--- src/coil_voltage_pkg.sv ---
package coil_voltage_pkg;

  // register frame
  localparam int REG_W = 16;
  localparam int ADDR_W = 5;
  localparam logic [ADDR_W-1:0] ADDR_QUARTER = 5'h0A;
  localparam logic [ADDR_W-1:0] ADDR_HALF = 5'h0B;

  // field layout inside the frame
  localparam int CODE_W = 10;
  localparam int CODE_LSB = 1;
  localparam int CODE_MSB = CODE_LSB + CODE_W - 1;
  localparam int PARITY_POS = 0;
  localparam logic [CODE_W-1:0] CODE_RESET = 10'h000;
  localparam logic [REG_W-1:0] FRAME_RESET = 16'h0000;

  // phase counter positions of the captured micro-steps
  localparam int PHASE_W = 6;
  localparam logic [PHASE_W-1:0] PHASE_QUARTER = 6'h10;
  localparam logic [PHASE_W-1:0] PHASE_HALF = 6'h20;

  // full-scale code stands for the top of the supply operating range
  localparam int SUPPLY_FULL_SCALE_MV = 28000;
  localparam logic [CODE_W-1:0] CODE_FULL_SCALE = 10'h3FF;

endpackage

--- src/coil_voltage_capture_regs.sv ---
`timescale 1ns/100ps
// Operation
// store average when phase counter equals 16
// store average when phase counter equals 32
// unsigned 10-bit code, full scale 28 V
// quarter-turn register 0x0A, value bits 10:1
// half-turn register 0x0B, same layout
// bit 0 carries serial frame parity
module coil_voltage_capture_regs
  import coil_voltage_pkg::*;
(
  input wire logic CLK_SYS,
  input wire logic RST_B,
  input wire logic [coil_voltage_pkg::PHASE_W-1:0] PHASE_COUNT,
  input wire logic RESULT_VALID,
  input wire logic [coil_voltage_pkg::CODE_W-1:0] RESULT_CODE,
  input wire logic RD_EN,
  input wire logic [coil_voltage_pkg::ADDR_W-1:0] RD_ADDR,
  input wire logic FRAME_PARITY,
  output logic [coil_voltage_pkg::REG_W-1:0] RD_DATA,
  output logic RD_VALID
);

  import coil_voltage_pkg::*;

  localparam int SLOTS = 2;
  localparam logic [PHASE_W-1:0] SLOT_PHASE [SLOTS] = '{PHASE_QUARTER, PHASE_HALF};
  localparam logic [ADDR_W-1:0] SLOT_ADDR [SLOTS] = '{ADDR_QUARTER, ADDR_HALF};

  logic [CODE_W-1:0] slot_value [SLOTS];
  logic [REG_W-1:0] rd_data_reg;
  logic [REG_W-1:0] rd_data_next;
  logic rd_valid_reg;
  logic rd_valid_next;
  logic mapped;

  ////////////////////////////////////////////////////////////////////////
  // capture slots

  genvar g;
  generate
    for (g = 0; g < SLOTS; g++)
    begin : slot
      coil_voltage_slot #(
        .MATCH_PHASE(SLOT_PHASE[g])
      ) u_slot (
        .clk(CLK_SYS),
        .rst_b(RST_B),
        .phase(PHASE_COUNT),
        .result_valid(RESULT_VALID),
        .result_code(RESULT_CODE),
        .value(slot_value[g])
      );
    end
  endgenerate

  ////////////////////////////////////////////////////////////////////////
  // read port

  // the frame a slot presents: upper bits zero, code, then parity
  function automatic logic [REG_W-1:0] frame(input logic [CODE_W-1:0] code, input logic par);
    logic [REG_W-1:0] f;
    f = FRAME_RESET;
    f[CODE_MSB:CODE_LSB] = code;
    f[PARITY_POS] = par;
    return f;
  endfunction

  // one address compare shared by the read mux and its checks
  function automatic logic addr_hit(input logic [ADDR_W-1:0] a, input int i);
    logic hit;
    hit = 1'b0;
    if (a == SLOT_ADDR[i])
    begin
      hit = 1'b1;
    end
    return hit;
  endfunction

  always_comb
  begin
    rd_data_next = rd_data_reg;
    rd_valid_next = 1'b0;
    mapped = 1'b0;
    if (RD_EN)
    begin
      rd_valid_next = 1'b1;
      // unmapped addresses answer all zero, parity included
      rd_data_next = FRAME_RESET;
      for (int i = 0; i < SLOTS; i++)
      begin
        if (addr_hit(RD_ADDR, i))
        begin
          mapped = 1'b1;
          rd_data_next = frame(slot_value[i], FRAME_PARITY);
        end
      end
    end
  end

  always_ff @(posedge CLK_SYS)
  begin
    if (!RST_B)
    begin
      rd_data_reg <= FRAME_RESET;
      rd_valid_reg <= 1'b0;
    end
    else
    begin
      rd_data_reg <= rd_data_next;
      rd_valid_reg <= rd_valid_next;
    end
  end

  assign RD_DATA = rd_data_reg;
  assign RD_VALID = rd_valid_reg;

  ////////////////////////////////////////////////////////////////////////
  // checks

  a_quarter_capture: assert property (@(posedge CLK_SYS) disable iff (!RST_B)
    RESULT_VALID && PHASE_COUNT == 6'h10 |=> slot_value[0] == $past(RESULT_CODE))
    else $error("quarter-turn value not captured at phase 16");

  a_half_capture: assert property (@(posedge CLK_SYS) disable iff (!RST_B)
    RESULT_VALID && PHASE_COUNT == 6'h20 |=> slot_value[1] == $past(RESULT_CODE))
    else $error("half-turn value not captured at phase 32");

  a_quarter_hold: assert property (@(posedge CLK_SYS) disable iff (!RST_B)
    !(RESULT_VALID && PHASE_COUNT == 6'h10) |=> $stable(slot_value[0]))
    else $error("quarter-turn value changed off its step");

  a_half_hold: assert property (@(posedge CLK_SYS) disable iff (!RST_B)
    !(RESULT_VALID && PHASE_COUNT == 6'h20) |=> $stable(slot_value[1]))
    else $error("half-turn value changed off its step");

  a_upper_zero: assert property (@(posedge CLK_SYS) disable iff (!RST_B)
    RD_VALID |-> RD_DATA[15:11] == 5'h00)
    else $error("reserved upper bits not zero");

  a_quarter_read: assert property (@(posedge CLK_SYS) disable iff (!RST_B)
    RD_EN && RD_ADDR == 5'h0A |=> RD_VALID && RD_DATA[10:1] == $past(slot_value[0]))
    else $error("quarter-turn read returned wrong code");

  a_half_read: assert property (@(posedge CLK_SYS) disable iff (!RST_B)
    RD_EN && RD_ADDR == 5'h0B |=> RD_VALID && RD_DATA[10:1] == $past(slot_value[1]))
    else $error("half-turn read returned wrong code");

  a_parity_bit: assert property (@(posedge CLK_SYS) disable iff (!RST_B)
    RD_EN && mapped |=> RD_DATA[0] == $past(FRAME_PARITY))
    else $error("parity bit not carried in bit 0");

  a_reset_zero: assert property (@(posedge CLK_SYS)
    !RST_B |=> slot_value[0] == 10'h000 && slot_value[1] == 10'h000 && !RD_VALID)
    else $error("values not zero after reset");

  // read handshake: one answer per request, data held between reads
  a_read_answer: assert property (@(posedge CLK_SYS) disable iff (!RST_B)
    RD_EN |=> RD_VALID)
    else $error("read request not answered");

  a_idle_quiet: assert property (@(posedge CLK_SYS) disable iff (!RST_B)
    !RD_EN |=> !RD_VALID)
    else $error("valid raised without a request");

  a_data_hold: assert property (@(posedge CLK_SYS) disable iff (!RST_B)
    !RD_EN |=> $stable(RD_DATA))
    else $error("read data changed between reads");

  a_mapped_decode: assert property (@(posedge CLK_SYS) disable iff (!RST_B)
    mapped == (RD_EN && (addr_hit(RD_ADDR, 0) || addr_hit(RD_ADDR, 1))))
    else $error("address decode disagrees");

  a_unmapped_zero: assert property (@(posedge CLK_SYS) disable iff (!RST_B)
    RD_EN && !addr_hit(RD_ADDR, 0) && !addr_hit(RD_ADDR, 1) |=> RD_DATA == 16'h0000)
    else $error("unmapped read not zero");

  a_unmapped_parity: assert property (@(posedge CLK_SYS) disable iff (!RST_B)
    RD_EN && !mapped |=> RD_DATA[0] == 1'b0)
    else $error("unmapped read carried parity");

  a_quarter_upper: assert property (@(posedge CLK_SYS) disable iff (!RST_B)
    RD_EN && RD_ADDR == ADDR_QUARTER |=> RD_DATA[15:11] == 5'h00)
    else $error("quarter-turn upper bits not zero");

  a_half_upper: assert property (@(posedge CLK_SYS) disable iff (!RST_B)
    RD_EN && RD_ADDR == ADDR_HALF |=> RD_DATA[15:11] == 5'h00)
    else $error("half-turn upper bits not zero");

  a_quarter_parity: assert property (@(posedge CLK_SYS) disable iff (!RST_B)
    RD_EN && RD_ADDR == ADDR_QUARTER |=> RD_DATA[0] == $past(FRAME_PARITY))
    else $error("quarter-turn parity bit wrong");

  a_half_parity: assert property (@(posedge CLK_SYS) disable iff (!RST_B)
    RD_EN && RD_ADDR == ADDR_HALF |=> RD_DATA[0] == $past(FRAME_PARITY))
    else $error("half-turn parity bit wrong");

  // a read racing a capture of its own slot sees the old code
  a_quarter_old: assert property (@(posedge CLK_SYS) disable iff (!RST_B)
    RD_EN && RD_ADDR == ADDR_QUARTER && RESULT_VALID && PHASE_COUNT == PHASE_QUARTER
    |=> RD_DATA[10:1] == $past(slot_value[0]))
    else $error("quarter-turn racing read not old code");

  a_half_old: assert property (@(posedge CLK_SYS) disable iff (!RST_B)
    RD_EN && RD_ADDR == ADDR_HALF && RESULT_VALID && PHASE_COUNT == PHASE_HALF
    |=> RD_DATA[10:1] == $past(slot_value[1]))
    else $error("half-turn racing read not old code");

  a_reset_frame: assert property (@(posedge CLK_SYS)
    !RST_B |=> RD_DATA == 16'h0000)
    else $error("read frame not zero after reset");

  // captures of one slot must leave the other alone
  a_cross_quarter: assert property (@(posedge CLK_SYS) disable iff (!RST_B)
    RESULT_VALID && PHASE_COUNT == PHASE_HALF |=> $stable(slot_value[0]))
    else $error("half-turn capture disturbed quarter-turn value");

  a_cross_half: assert property (@(posedge CLK_SYS) disable iff (!RST_B)
    RESULT_VALID && PHASE_COUNT == PHASE_QUARTER |=> $stable(slot_value[1]))
    else $error("quarter-turn capture disturbed half-turn value");

  a_quarter_full: assert property (@(posedge CLK_SYS) disable iff (!RST_B)
    RESULT_VALID && PHASE_COUNT == PHASE_QUARTER && RESULT_CODE == CODE_FULL_SCALE
    |=> slot_value[0] == 10'h3FF)
    else $error("quarter-turn full scale code lost");

  a_half_full: assert property (@(posedge CLK_SYS) disable iff (!RST_B)
    RESULT_VALID && PHASE_COUNT == PHASE_HALF && RESULT_CODE == CODE_FULL_SCALE
    |=> slot_value[1] == 10'h3FF)
    else $error("half-turn full scale code lost");

endmodule

--- src/coil_voltage_slot.sv ---
`timescale 1ns/100ps
module coil_voltage_slot
  import coil_voltage_pkg::*;
#(
  parameter logic [PHASE_W-1:0] MATCH_PHASE = PHASE_QUARTER
)
(
  input wire logic clk,
  input wire logic rst_b,
  input wire logic [PHASE_W-1:0] phase,
  input wire logic result_valid,
  input wire logic [CODE_W-1:0] result_code,
  output logic [CODE_W-1:0] value
);

  logic [CODE_W-1:0] value_reg;
  logic [CODE_W-1:0] value_next;

  // only the averaged result finishing on the matching step is kept;
  // other steps leave the last capture standing for the host
  always_comb
  begin
    value_next = value_reg;
    if (result_valid && (phase == MATCH_PHASE))
    begin
      value_next = result_code;
    end
  end

  always_ff @(posedge clk)
  begin
    if (!rst_b)
    begin
      value_reg <= CODE_RESET;
    end
    else
    begin
      value_reg <= value_next;
    end
  end

  assign value = value_reg;

endmodule

--- config.mk ---
export PLATFORM = sky130hd
export DESIGN_NAME = coil_voltage_capture_regs
export DESIGN_NICKNAME = d
export VERILOG_FILES = /design/src/coil_voltage_pkg.sv /design/src/coil_voltage_capture_regs.sv /design/src/coil_voltage_slot.sv
export SDC_FILE = /design/constraint.sdc
export NUM_CORES = 1
export LEC_CHECK = 0
export ABC_AREA = 1
export BUFFER_PORTS_ARGS = -buffer_cell sky130_fd_sc_hd__buf_2
export CAP_MARGIN = 30
export CORE_ASPECT_RATIO = 0.7
export CORE_UTILIZATION = 54
export CTS_BUF_LIST = sky130_fd_sc_hd__clkbuf_16
export CTS_CLUSTER_SIZE = 30
export DETAILED_ROUTE_END_ITERATION = 7
export PLACE_DENSITY = 0.83
export SYNTH_ARGS = -nofsm -noshare
export SYNTH_HDL_FRONTEND = slang
export SYNTH_SLANG_ARGS = --single-unit
--- constraint.sdc ---
create_clock -name CLK_SYS -period 1.6 [get_ports CLK_SYS]
set_clock_uncertainty 0.1 [all_clocks]
set_input_delay 0 -clock CLK_SYS [delete_from_list [all_inputs] [get_ports CLK_SYS]]
set_output_delay 0 -clock CLK_SYS [all_outputs]
set_load 0.005 [all_outputs]
* Word level (Yosys, flattened, before mapping) *
Cells that the tools add are included.

operators by class
  eq/ne operators = 4
  multiplexer cells = 7
  reduce and logical (&&, ||, !) cells = 2

operator list
  cell                                                                    count
  16-bit two-way mux                                                      1
  11-bit two-way mux                                                      1
  5-bit by 4-bit equality test with 1-bit output (second input constant)  2
  6-bit by 5-bit equality test with 1-bit output (second input constant)  1
  6-bit equality test (second input constant)                             1
  1-bit two-way mux                                                       5
  1-bit logical AND                                                       2

word-level totals
  flip-flop bits (word level) = 37
  output and inout port bits = 17

* Logic depth before layout (Yosys ltp) *
Gate-level depths: netlist (run 1).

  depth after elaboration = 5
  gate-level depth with buffers = 8
  gate-level depth less buffers = 7

* By module *
A second synthesis (run 1) with hierarchy kept.

second synthesis, totals
  cell total of the unflattened synthesis = 257
  area total of the unflattened synthesis = 1704.1 um2

by module, submodules not included
  module                     instances  cells an instance  area each (um2)  sequential area each (um2)
  coil_voltage_slot          2          76                 516.7            200.2
  coil_voltage_capture_regs  1          105                670.6            240.2

* Least setup slack after synthesis (run 1) *
No wires, ideal clock.

  path kind = input to register
  start point = input port PHASE_COUNT[3] in the netlist's numbering
  end point = register slot[1].u_slot.value_reg[0]
  arrival time = 0.584 ns
  path slack = 0.798 ns
  cell stages on the path = 5
  cells stage by stage = nor2_1 -> nand2_2 -> buf_2 -> nor3_1 -> nor2_1

between the ends
  cells in the longest elaborated chain, start to end = 2

ends and longest elaborated chain
  item                  line                             source
  start, declared       coil_voltage_capture_regs.sv:14  input wire logic [coil_voltage_pkg::PHASE_W-1:0] PHASE_COUNT,
  6-bit equality test   coil_voltage_slot.sv:24          if (result_valid && (phase == MATCH_PHASE))
  1-bit logical AND     coil_voltage_slot.sv:24
  end signal, assigned  coil_voltage_slot.sv:38          value_reg <= value_next;
  end, declared         coil_voltage_slot.sv:16          logic [CODE_W-1:0] value_reg;

Every way passes these cells.
A chain may end at the register's enable or synchronous reset.

* Final worst setup path (run 1) *
  start point = input port FRAME_PARITY
  end point = register rd_data_reg[0] (netlist: RD_DATA[0])

between the ends
  cells in the longest elaborated chain, start to end = 2

ends and longest elaborated chain
  item                  line                              source
  start, declared       coil_voltage_capture_regs.sv:19   input wire logic FRAME_PARITY,
  11-bit two-way mux    coil_voltage_capture_regs.sv:92   if (addr_hit(RD_ADDR, i))
  16-bit two-way mux *  coil_voltage_capture_regs.sv:92
  end signal, assigned  coil_voltage_capture_regs.sv:110  rd_data_reg <= rd_data_next;
  end, declared         coil_voltage_capture_regs.sv:31   logic [REG_W-1:0] rd_data_reg;

Every way passes the cells marked *; elsewhere a longest branch is shown, timed or not.

==> results of run 1 <==
## per-layer routing
| metal | part of all wire | vias up |
|---|---|---|
| met5 | 0 | - |
| met4 | 0.030 | 0 |
| met3 | 0.072 | 11 |
| met2 | 0.43 | 56 |
| met1 | 0.47 | 673 |
| li1 | - | 750 |
## Yosys cell counts (all sizes together)
library cell,number,area share
buf,13,0.060
clkbuf,2,0.0052
clkinv,2,0.0052
conb,1,0.0026
dfxtp,32,0.44
inv,14,0.036
nand2,16,0.043
nand3,21,0.073
nand3b,1,0.0052
nand4,11,0.048
nor2,48,0.14
nor3,20,0.073
o21ai,20,0.069
## area by class of cell
cell class / count / area, um^2
clock inverter: 2 / 8.76
multi-input combinational: 142 / 668
inverter: 16 / 60.1
sequential: 32 / 641
tap: 34 / 42.5
timing repair buffer: 51 / 320
fill: 220 / 631
clock buffer: 5 / 125
## worst max-delay path, cell delays in order
cell and delay (ns):
sky130_fd_sc_hd__dlygate4sd3_1 0.53, sky130_fd_sc_hd__buf_2 0.12, sky130_fd_sc_hd__nand4_1 0.07, sky130_fd_sc_hd__dlygate4sd3_1 0.55, sky130_fd_sc_hd__nand2_1 0.05
## cells by family (layout without fill, tap and decap cells)
logic type,Yosys count,after routing,synth area share
other cells,1,5,0.00259
flops,32,32,0.443
buf+inv,31,74,0.106
compound gates,20,20,0.0691
simple gates,117,117,0.379
## power breakdown
group          total (mW)  internal (mW)  switching (mW)
registers           0.824          0.816         0.00783
clock network       0.879          0.557           0.323
logic               0.175         0.0759          0.0991
## how the worst max path moves through the flow
stage                              start                 endpoint  slack, ns  cells after the start
after floorplan           PHASE_COUNT[3]  slot[1].u_slot.value[0]       0.80                      5
after global placement    PHASE_COUNT[4]  slot[1].u_slot.value[2]       0.44                      6
after detailed placement  PHASE_COUNT[4]  slot[1].u_slot.value[4]       0.39                      6
after CTS                   FRAME_PARITY               RD_DATA[0]       0.38                      5
after global routing        FRAME_PARITY               RD_DATA[0]       0.32                      5
final                       FRAME_PARITY               RD_DATA[0]       0.36                      5
## stage by stage
step,area [um^2],setup slack (ns),utilization,cells
floorplan,1460,0.798,-,205
global placement,1610,0.436,0.646,263
detailed placement,1610,0.395,0.646,263
CTS,1870,0.376,0.747,282
global route,1870,0.319,0.747,282
finish,1870,0.357,0.747,282
==> tab_implementation.tex, run 1 <==
\begin{tabular}{lr}
\hline
Metric & Value \\
\hline
\multicolumn{2}{l}{\textbf{Status}} \\
\quad Result of the run & complete, no violations \\
\multicolumn{2}{l}{\textbf{GRT}} \\
\quad Layer carrying the most global-route usage & met2 \\
\quad Gr usage total & 0.265 \\
\quad Number of antenna violations at the first check in global routing & 0 \\
\quad Global-route wire length before repair & 5530 um \\
\quad Maximum number of pins on one net before global-route repair & 23 \\
\quad Met3 usage in global routing & 0.109 \\
\quad Met2 track utilization from global routing & 0.409 \\
\quad Number of global-route vias before repair & 1286 \\
\quad GR Overflow Total & 0 \\
\quad GRT met1 Usage & 0.318 \\
\multicolumn{2}{l}{\textbf{Synthesis}} \\
\quad Mapped Avg Cell Area & 7.20 um\^{}2 \\
\quad Sequential-to-total area share from yosys stat & 0.443 \\
\quad Count of mapped cells out of synthesis & 201 \\
\quad Flip-flop and latch count after synthesis & 32 \\
\quad Warnings, synthesis & 0 \\
\quad Synth unique cells & 19 \\
\quad Post-Syn Area & 0.00145 mm\^{}2 \\
\multicolumn{2}{l}{\textbf{Worst setup path}} \\
\quad Sort of element at the start of the critical path & input pin \\
\quad Setup crit end kind & flop \\
\quad Slack of the worst reg-to-reg path & 0.79 ns \\
\quad Critical path fanouts, max & 1 \\
\quad Class of the most critical setup path & in -> reg \\
\quad CP Data Required Time & 1.67 ns \\
\quad Worst reg2reg endpoint & RD\_DATA[4] \\
\quad Worst R2R Start & slot[1].u\_slot.value[3] \\
\quad Arrival time at the worst endpoint & 1.32 ns \\
\quad Worst Reg2Reg Path Length in Cells & 4 \\
\multicolumn{2}{l}{\textbf{Flow run}} \\
\quad Maximum capacitance violations & 0 \\
\multicolumn{2}{l}{\textbf{Floorplan}} \\
\quad Effective utilization at floorplan & 0.580 \\
\quad Overall die area & 0.00290 mm\^{}2 \\
\quad Number of standard-cell rows in the floorplan & 15 \\
\quad Standard cell core area & 0.00250 mm\^{}2 \\
\quad Die extent in y & 45.3 um \\
\quad Die width & 63.9 um \\
\quad I/O Pins & 43 \\
\multicolumn{2}{l}{\textbf{Route}} \\
\quad Via count & 1490 \\
\quad Iteration count of the initial detailed-routing pass & 4 \\
\quad Antenna-violating nets left & 0 \\
\quad Detailed-route DRC error count & 0 \\
\quad Routed wire length per instance & 12.0 um \\
\quad Ratio of routed vias to standard cells & 5.28 \\
\quad Starting DRC count in detailed routing & 101 \\
\quad Final wirelength & 3390 um \\
\multicolumn{2}{l}{\textbf{Finish}} \\
\quad Net count, final & 274 \\
\quad Flip-flop count of the largest register after layout & 20 \\
\quad Area grow syn2layout & 28.9\% \\
\quad Proportion of layout cells with a drive suffix above 1 & 0.206 \\
\quad Count of inserted antenna diode cells & 0 \\
\quad Highest-count cells in the layout ignoring fill and taps & 44 x sky130\_fd\_sc\_hd\_\_nor2\_1, 37 x sky130\_fd\_sc\_hd\_\_buf\_2, 32 x sky130\_fd\_sc\_hd\_\_dfxtp\_1, 21 x sky130\_fd\_sc\_hd\_\_nand3\_1, 20 x sky130\_fd\_sc\_hd\_\_o21ai\_0 \\
\quad Most common cell after layout, fill and taps aside & sky130\_fd\_sc\_hd\_\_nor2\_1 \\
\multicolumn{2}{l}{\textbf{CTS}} \\
\quad \# H-tree levels & 2 \\
\quad Clock latency at the later pin of the worst-skew pair & 0.28 ns \\
\quad Inserted Clock Buffers & 5 \\
\quad Clock-pin transition on the worst setup and hold timing paths & 0.05 ns \\
\quad Clock Sink Count & 32 \\
\quad Max Root-Sink Buffers & 2 \\
\quad Post-CTS sizing & 0 \\
\quad Hold buffer count at cts & 12 \\
\quad Post-CTS setup buffer count & 0 \\
\quad CTS tree & yes \\
\quad Clock Tree Root & sky130\_fd\_sc\_hd\_\_clkbuf\_16 \\
\multicolumn{2}{l}{\textbf{Power}} \\
\quad Total power & 1.88 mW \\
\quad Max VDD drop & 0.744 mV \\
\quad Power per standard cell area & 1010 mW/mm\^{}2 \\
\quad Pleak & 0.899 nW \\
\multicolumn{2}{l}{\textbf{Timing}} \\
\quad Final total negative setup slack & 0 ns \\
\quad RSZ-0062 raised after global routing & no \\
\quad Final Slew Violations & 0 \\
\quad Post-route minimum period & 1.24 ns \\
\quad Final number of setup-violating endpoints & 0 \\
\quad Fmax & 805 MHz \\
\quad Worst hold margin & 0.0335 ns \\
\quad Period Utilization, post-route & 0.777 \\
\quad Final hold vios & 0 \\
\multicolumn{2}{l}{\textbf{Worst hold path}} \\
\quad Min-delay worst type & in -> reg \\
\quad Hold Path Sink & RD\_VALID \\
\quad Cell count of the worst hold path & 3 \\
\quad Hold Startpoint & RD\_EN \\
\multicolumn{2}{l}{\textbf{Placed design}} \\
\quad Placed wire-length estimate after detailed placement & 2300 um \\
\quad Port Buf Inserts & 37 \\
\quad GPL Wtd Cong & 0.773 \\
\hline
\end{tabular}
No activity file was read; power rests on OpenSTA's default activity.
==> run 2: changes to the inputs <==
--- a/config.mk
+++ b/config.mk
@@ -9,11 +9,11 @@
 export BUFFER_PORTS_ARGS = -buffer_cell sky130_fd_sc_hd__buf_2
 export CAP_MARGIN = 30
 export CORE_ASPECT_RATIO = 0.7
-export CORE_UTILIZATION = 54
+export CORE_UTILIZATION = 45
 export CTS_BUF_LIST = sky130_fd_sc_hd__clkbuf_16
 export CTS_CLUSTER_SIZE = 30
 export DETAILED_ROUTE_END_ITERATION = 7
-export PLACE_DENSITY = 0.83
+export PLACE_DENSITY = 0.74
 export SYNTH_ARGS = -nofsm -noshare
 export SYNTH_HDL_FRONTEND = slang
 export SYNTH_SLANG_ARGS = --single-unit
==> constraint.sdc (replaced) <==
create_clock -name CLK_SYS -period 1.1 [get_ports CLK_SYS]
set_clock_uncertainty 0.1 [all_clocks]
set_input_delay 0 -clock CLK_SYS [delete_from_list [all_inputs] [get_ports CLK_SYS]]
set_output_delay 0 -clock CLK_SYS [all_outputs]
set_load 0.005 [all_outputs]
==> run 2 against run 1 <==
Effect of this change:
- critical path depth did not move
- utilization fell by 8.4 points
- register-to-register slack lost 0.50 ns
- clock power increased by 47%
- sequential cell count unchanged
- routed wire length shrank 0.44%
- first-iteration DRC count up 28%
- cell area rose by 4.0%
- cell count up 3.9%
- largest cell class unchanged
- critical path type unchanged
- setup slack got worse by 0.27 ns
==> tab_implementation.tex, run 2 (synthesis gave the netlist of run 1 again) <==
\begin{tabular}{lr}
\hline
Metric & Value \\
\hline
\multicolumn{2}{l}{\textbf{Floorplan}} \\
\quad Number of standard-cell rows in the floorplan & 16 \\
\quad Die width & 69.8 um \\
\quad Die extent in y & 49.5 um \\
\quad Effective utilization at floorplan & 0.495 \\
\quad I/O Pins & 43 \\
\quad Standard cell core area & 0.00292 mm\^{}2 \\
\quad Overall die area & 0.00345 mm\^{}2 \\
\multicolumn{2}{l}{\textbf{Worst hold path}} \\
\quad Hold Startpoint & RD\_EN \\
\quad Min-delay worst type & in -> reg \\
\quad Hold Path Sink & RD\_VALID \\
\quad Cell count of the worst hold path & 3 \\
\multicolumn{2}{l}{\textbf{Route}} \\
\quad Iteration count of the initial detailed-routing pass & 4 \\
\quad Final wirelength & 3370 um \\
\quad Detailed-route DRC error count & 0 \\
\quad Routed wire length per instance & 11.5 um \\
\quad Starting DRC count in detailed routing & 129 \\
\quad Ratio of routed vias to standard cells & 5.01 \\
\quad Antenna-violating nets left & 0 \\
\quad Via count & 1468 \\
\multicolumn{2}{l}{\textbf{Power}} \\
\quad Max VDD drop & 0.765 mV \\
\quad Power per standard cell area & 1420 mW/mm\^{}2 \\
\quad Pleak & 0.935 nW \\
\multicolumn{2}{l}{\textbf{Worst setup path}} \\
\quad Worst reg2reg endpoint & RD\_DATA[10] \\
\quad CP Data Required Time & 1.20 ns \\
\quad Worst R2R Start & slot[1].u\_slot.value[9] \\
\quad Sort of element at the start of the critical path & input pin \\
\quad Class of the most critical setup path & in -> reg \\
\quad Slack of the worst reg-to-reg path & 0.29 ns \\
\quad Delay of the slowest critical-path stage & 0.53 ns \\
\quad Slowest stage cell on the critical path & sky130\_fd\_sc\_hd\_\_dlygate4sd3\_1 \\
\quad Arrival time at the worst endpoint & 1.12 ns \\
\quad Setup crit end kind & flop \\
\quad Ordered cell list for the critical path & dlygate4sd3\_1 -> buf\_2 -> buf\_4 -> o21ai\_0 -> nor2\_1 \\
\quad Worst Reg2Reg Path Length in Cells & 4 \\
\quad Critical path fanouts, max & 20 \\
\multicolumn{2}{l}{\textbf{CTS}} \\
\quad Clock-pin transition on the worst setup and hold timing paths & 0.05 ns \\
\quad \# H-tree levels & 2 \\
\quad Inserted Clock Buffers & 5 \\
\quad Post-CTS setup buffer count & 0 \\
\quad Clock latency at the later pin of the worst-skew pair & 0.27 ns \\
\quad Clock Tree Root & sky130\_fd\_sc\_hd\_\_clkbuf\_16 \\
\quad CTS tree & yes \\
\quad Clock Sink Count & 32 \\
\quad Max Root-Sink Buffers & 2 \\
\multicolumn{2}{l}{\textbf{GRT}} \\
\quad Number of antenna violations at the first check in global routing & 0 \\
\quad Number of global-route vias before repair & 1322 \\
\quad GR Overflow Total & 0 \\
\quad Gr usage total & 0.213 \\
\quad Global-route wire length before repair & 5750 um \\
\quad Maximum number of pins on one net before global-route repair & 23 \\
\multicolumn{2}{l}{\textbf{Finish}} \\
\quad Final Non-Filler Cells & 293 \\
\quad Most common cell after layout, fill and taps aside & sky130\_fd\_sc\_hd\_\_nor2\_1 \\
\quad Flip-flop count of the largest register after layout & 20 \\
\quad Design area & 0.00194 mm\^{}2 \\
\quad Highest-count cells in the layout ignoring fill and taps & 44 x sky130\_fd\_sc\_hd\_\_nor2\_1, 37 x sky130\_fd\_sc\_hd\_\_buf\_2, 32 x sky130\_fd\_sc\_hd\_\_dfxtp\_1, 21 x sky130\_fd\_sc\_hd\_\_nand3\_1, 20 x sky130\_fd\_sc\_hd\_\_o21ai\_0 \\
\quad Count of inserted antenna diode cells & 0 \\
\quad Net count, final & 282 \\
\quad Proportion of layout cells with a drive suffix above 1 & 0.233 \\
\quad Area of all sequential standard cells & 641 um\^{}2 \\
\quad Filler cells & 276 \\
\quad Total area of multi-input combinational cells & 668 um\^{}2 \\
\quad Area grow syn2layout & 34.0\% \\
\multicolumn{2}{l}{\textbf{Placed design}} \\
\quad Port Buf Inserts & 37 \\
\quad Placed wire-length estimate after detailed placement & 2260 um \\
\quad Post-placement cell area & 0.00167 mm\^{}2 \\
\quad GPL Wtd Cong & 0.776 \\
\quad Count of placed standard cells including taps & 272 \\
\multicolumn{2}{l}{\textbf{Timing}} \\
\quad Final Slew Violations & 0 \\
\quad Period Utilization, post-route & 0.922 \\
\quad Final number of setup-violating endpoints & 0 \\
\quad Post-route minimum period & 1.01 ns \\
\quad Final hold vios & 0 \\
\quad Fmax & 986 MHz \\
\quad RSZ-0062 raised after global routing & yes \\
\multicolumn{2}{l}{\textbf{Flow run}} \\
\quad Maximum capacitance violations & 0 \\
\multicolumn{2}{l}{\textbf{Status}} \\
\quad Result of the run & complete, no violations \\
\hline
\end{tabular}
-- run 2: where the power goes --
group          switching, mW  total (mW)  internal [mW]
registers             0.0108        1.20           1.19
clock network          0.471        1.29          0.820
logic                  0.148       0.273          0.125
total                  0.629        2.76           2.13
-- run 2: area by class of cell --
type / instances / share of cell area
well taps: 36 / 0.0232
multi-input cells: 142 / 0.345
clock buffers: 5 / 0.0645
inverters: 16 / 0.0329
repair buffers: 59 / 0.197
flip-flops and latches: 32 / 0.330
clock inverters: 3 / 0.00710
-- run 2: worst max-delay path: cells and delay by family --
family	cells	cell delay, ns
buffers and inverters	3	0.90
and+or+nand+nor	1	0.11
AOI/OAI and AO/OA	1	0.11
-- run 2: worst max-delay path by stage --
stage | startpoint | end | slack (ns) | depth (start not counted)
detailed placement | PHASE_COUNT[3] | slot[0].u_slot.value[2] | 0.03 | 6
floorplan | PHASE_COUNT[3] | slot[1].u_slot.value[0] | 0.30 | 5
global route | RST_B | RD_DATA[3] | -0.04 | 6
finish | RST_B | slot[1].u_slot.value[0] | 0.09 | 5
global placement | PHASE_COUNT[3] | slot[1].u_slot.value[5] | 0.06 | 6
CTS | RST_B | RD_DATA[3] | 0.04 | 6
-- run 2: what timing repair did --
item,4_1_cts,5_1_grt
endpoints found under the setup margin,0,10
hold endpoints to repair,22,0
hold buffers,13,0
resized for setup,0,1
-- run 2: stage by stage --
stage | TNS [ns] | total power [mW] | hold WS [ns] | worst slack (ns) | utilization
after CTS | 0 | 2.79 | 0.0305 | 0.0380 | 0.662
after global routing | -0.0700 | 2.88 | 0.0757 | -0.0387 | 0.664
after global placement | 0 | 1.45 | 0.153 | 0.0567 | 0.570
after floorplan | 0 | 1.36 | 0.0117 | 0.298 | -
final | 0 | 2.76 | 0.0401 | 0.0859 | 0.664
after detailed placement | 0 | 1.45 | 0.156 | 0.0287 | 0.570
-- run 2: layer usage --
metal / share of wire / track usage / vias up
met2: 0.43 / 0.333 / 47
li1: - / - / 772
met5: 0 / 0 / -
met1: 0.50 / 0.283 / 644
met3: 0.062 / 0.0491 / 5
met4: 0.0083 / 0.0900 / 0
==> run 3: changes to the inputs <==
--- a/config.mk
+++ b/config.mk
@@ -8,7 +8,7 @@
 export ABC_AREA = 1
 export BUFFER_PORTS_ARGS = -buffer_cell sky130_fd_sc_hd__buf_2
 export CAP_MARGIN = 30
-export CORE_ASPECT_RATIO = 0.7
+export CORE_ASPECT_RATIO = 0.75
 export CORE_UTILIZATION = 45
 export CTS_BUF_LIST = sky130_fd_sc_hd__clkbuf_16
 export CTS_CLUSTER_SIZE = 30
@@ -17,3 +17,4 @@
 export SYNTH_ARGS = -nofsm -noshare
 export SYNTH_HDL_FRONTEND = slang
 export SYNTH_SLANG_ARGS = --single-unit
+export TNS_END_PERCENT = 100
==> run 3 against run 2 <==
Effect of this change:
- setup slack improved by 0.13 ns
- utilization fell by 2.4 points
- first-iteration DRC count fell by 3.9%
- critical endpoint is now slot[0].u_slot.value[1]
- largest power group unchanged
- cell area fell by 1.1%
==> tab_implementation.tex, run 3 (synthesis gave the netlist of run 1 again) <==
\begin{tabular}{lr}
\hline
Metric & Value \\
\hline
\multicolumn{2}{l}{\textbf{Status}} \\
\quad Result of the run & complete, no violations \\
\multicolumn{2}{l}{\textbf{Finish}} \\
\quad Most common cell after layout, fill and taps aside & sky130\_fd\_sc\_hd\_\_nor2\_1 \\
\quad Count of inserted antenna diode cells & 0 \\
\quad Net count, final & 278 \\
\quad Highest-count cells in the layout ignoring fill and taps & 44 x sky130\_fd\_sc\_hd\_\_nor2\_1, 37 x sky130\_fd\_sc\_hd\_\_buf\_2, 32 x sky130\_fd\_sc\_hd\_\_dfxtp\_1, 21 x sky130\_fd\_sc\_hd\_\_nand3\_1, 20 x sky130\_fd\_sc\_hd\_\_o21ai\_0 \\
\quad Area grow syn2layout & 32.5\% \\
\quad Proportion of layout cells with a drive suffix above 1 & 0.221 \\
\quad Final Non-Filler Cells & 291 \\
\quad Flip-flop count of the largest register after layout & 20 \\
\multicolumn{2}{l}{\textbf{Worst setup path}} \\
\quad Ordered cell list for the critical path & dlygate4sd3\_1 -> buf\_2 -> nor3\_1 -> nor2\_1 \\
\quad Logic depth of the worst path, buffers included & 4 \\
\quad Worst R2R Start & slot[1].u\_slot.value[2] \\
\quad Slowest stage cell on the critical path & sky130\_fd\_sc\_hd\_\_dlygate4sd3\_1 \\
\quad Family of cells with the greatest summed delay on the critical path & buffers and inverters \\
\quad Setup crit end kind & flop \\
\quad Arrival time at the worst endpoint & 0.95 ns \\
\quad Delay of the slowest critical-path stage & 0.53 ns \\
\quad Slack of the worst reg-to-reg path & 0.29 ns \\
\quad Buffering stage count on the worst path with inverters included & 2 \\
\quad Sort of element at the start of the critical path & input pin \\
\quad CP Data Required Time & 1.16 ns \\
\quad Critical path fanouts, max & 2 \\
\quad Worst Reg2Reg Path Length in Cells & 4 \\
\quad Worst reg2reg endpoint & RD\_DATA[3] \\
\quad Class of the most critical setup path & in -> reg \\
\multicolumn{2}{l}{\textbf{Route}} \\
\quad Detailed-route DRC error count & 0 \\
\quad Starting DRC count in detailed routing & 124 \\
\quad Routed wire length per instance & 11.4 um \\
\quad Antenna-violating nets left & 0 \\
\quad Iteration count of the initial detailed-routing pass & 4 \\
\quad Via count & 1451 \\
\quad Final wirelength & 3310 um \\
\quad Ratio of routed vias to standard cells & 4.99 \\
\multicolumn{2}{l}{\textbf{CTS}} \\
\quad \# H-tree levels & 2 \\
\quad Clock-pin transition on the worst setup and hold timing paths & 0.05 ns \\
\quad Max Root-Sink Buffers & 2 \\
\quad Clock Tree Root & sky130\_fd\_sc\_hd\_\_clkbuf\_16 \\
\quad Clock latency at the later pin of the worst-skew pair & 0.28 ns \\
\quad CTS tree & yes \\
\quad Inserted Clock Buffers & 5 \\
\quad Clock Sink Count & 32 \\
\multicolumn{2}{l}{\textbf{Placed design}} \\
\quad Port Buf Inserts & 37 \\
\quad Placed wire-length estimate after detailed placement & 2270 um \\
\quad GPL Wtd Cong & 0.770 \\
\quad Count of placed standard cells including taps & 271 \\
\multicolumn{2}{l}{\textbf{GRT}} \\
\quad GR Overflow Total & 0 \\
\quad Gr usage total & 0.224 \\
\quad Global-route wire length before repair & 5680 um \\
\quad Maximum number of pins on one net before global-route repair & 23 \\
\quad Number of antenna violations at the first check in global routing & 0 \\
\quad Number of global-route vias before repair & 1352 \\
\multicolumn{2}{l}{\textbf{Timing}} \\
\quad Final Slew Violations & 0 \\
\quad RSZ-0062 raised after global routing & no \\
\quad Period Utilization, post-route & 0.808 \\
\quad Final hold vios & 0 \\
\quad Final total negative setup slack & 0 ns \\
\quad Fmax & 1130 MHz \\
\quad Post-route minimum period & 0.888 ns \\
\quad Final number of setup-violating endpoints & 0 \\
\multicolumn{2}{l}{\textbf{Worst hold path}} \\
\quad Cell count of the worst hold path & 3 \\
\quad Min-delay worst type & in -> reg \\
\quad Hold Startpoint & RD\_EN \\
\quad Hold Path Sink & RD\_VALID \\
\multicolumn{2}{l}{\textbf{Floorplan}} \\
\quad Effective utilization at floorplan & 0.483 \\
\quad Number of standard-cell rows in the floorplan & 17 \\
\quad Die width & 67.5 um \\
\quad Overall die area & 0.00345 mm\^{}2 \\
\quad I/O Pins & 43 \\
\quad Standard cell core area & 0.00300 mm\^{}2 \\
\quad Die extent in y & 51.1 um \\
\multicolumn{2}{l}{\textbf{Flow run}} \\
\quad Maximum capacitance violations & 0 \\
\multicolumn{2}{l}{\textbf{Power}} \\
\quad Pleak & 0.926 nW \\
\quad Max VDD drop & 0.928 mV \\
\quad Power per standard cell area & 1440 mW/mm\^{}2 \\
\hline
\end{tabular}
[run 3: cell types whose count changed in the layout (fill, tap and decap cells not counted)]
cell,change
sky130_fd_sc_hd__clkinv_1,+1
sky130_fd_sc_hd__buf_12,+1
sky130_fd_sc_hd__buf_4,-4
sky130_fd_sc_hd__dlygate4sd3_1,-1
sky130_fd_sc_hd__clkinvlp_4,-1
[run 3: per-layer routing]
metal / GRT usage / wire length (um)
met1: 0.278 / 1590
met2: 0.363 / 1510
met3: 0.0603 / 148
met4: 0.0922 / 53
met5: 0 / 0
[run 3: worst reg2reg max path, cell delays in order (launching register included)]
cell and delay, ns:
sky130_fd_sc_hd__dfxtp_1 0.34, sky130_fd_sc_hd__nand4_1 0.11, sky130_fd_sc_hd__nand3_1 0.11, sky130_fd_sc_hd__nand2_1 0.06, sky130_fd_sc_hd__inv_1 0.05
[run 3: worst max-delay path by stage]
stage	slack [ns]	to	startpoint
2_1_floorplan	0.30	slot[1].u_slot.value[0]	PHASE_COUNT[3]
3_3_place_gp	0.05	slot[0].u_slot.value[5]	PHASE_COUNT[3]
3_5_place_dp	0.02	slot[0].u_slot.value[3]	PHASE_COUNT[3]
4_1_cts	0.22	slot[0].u_slot.value[1]	RESULT_CODE[1]
5_1_grt	0.1	slot[0].u_slot.value[1]	RESULT_CODE[1]
6_report	0.21	slot[0].u_slot.value[1]	RESULT_CODE[1]
[run 3: final cells by class]
cell class / instances / area (um^2)
Clock buffer: 5 / 125
Clock inverter: 3 / 13.8
Fill cell: 284 / 1080
Inverter: 16 / 60.1
Multi-Input combinational cell: 142 / 668
Sequential cell: 32 / 641
Tap cell: 38 / 47.5
Timing Repair Buffer: 55 / 363
[run 3: per-stage QoR]
| step | hold WS, ns | cell area (um^2) | setup slack, ns | total power [mW] | util |
|---|---|---|---|---|---|
| 5_1_grt | 0.0673 | 1920 | 0.0962 | 2.87 | 0.640 |
| 3_3_place_gp | 0.147 | 1660 | 0.0540 | 1.45 | 0.553 |
| 6_report | 0.0297 | 1920 | 0.212 | 2.76 | 0.640 |
| 3_5_place_dp | 0.149 | 1660 | 0.0178 | 1.45 | 0.553 |
| 2_1_floorplan | 0.0117 | 1460 | 0.298 | 1.36 | - |
| 4_1_cts | 0.0240 | 1920 | 0.222 | 2.78 | 0.640 |
[run 3: report_power, final]
| group | internal, mW | switching (mW) |
|---|---|---|
| Sequential | 1.19 | 0.0107 |
| Combinational | 0.121 | 0.143 |
| Clock | 0.820 | 0.479 |
[run 3: repair_timing]
item	4_1_cts	5_1_grt
hold endpoints to repair	21	0
setup buffers	0	0
hold buffers	12	0
gates resized for setup	0	0
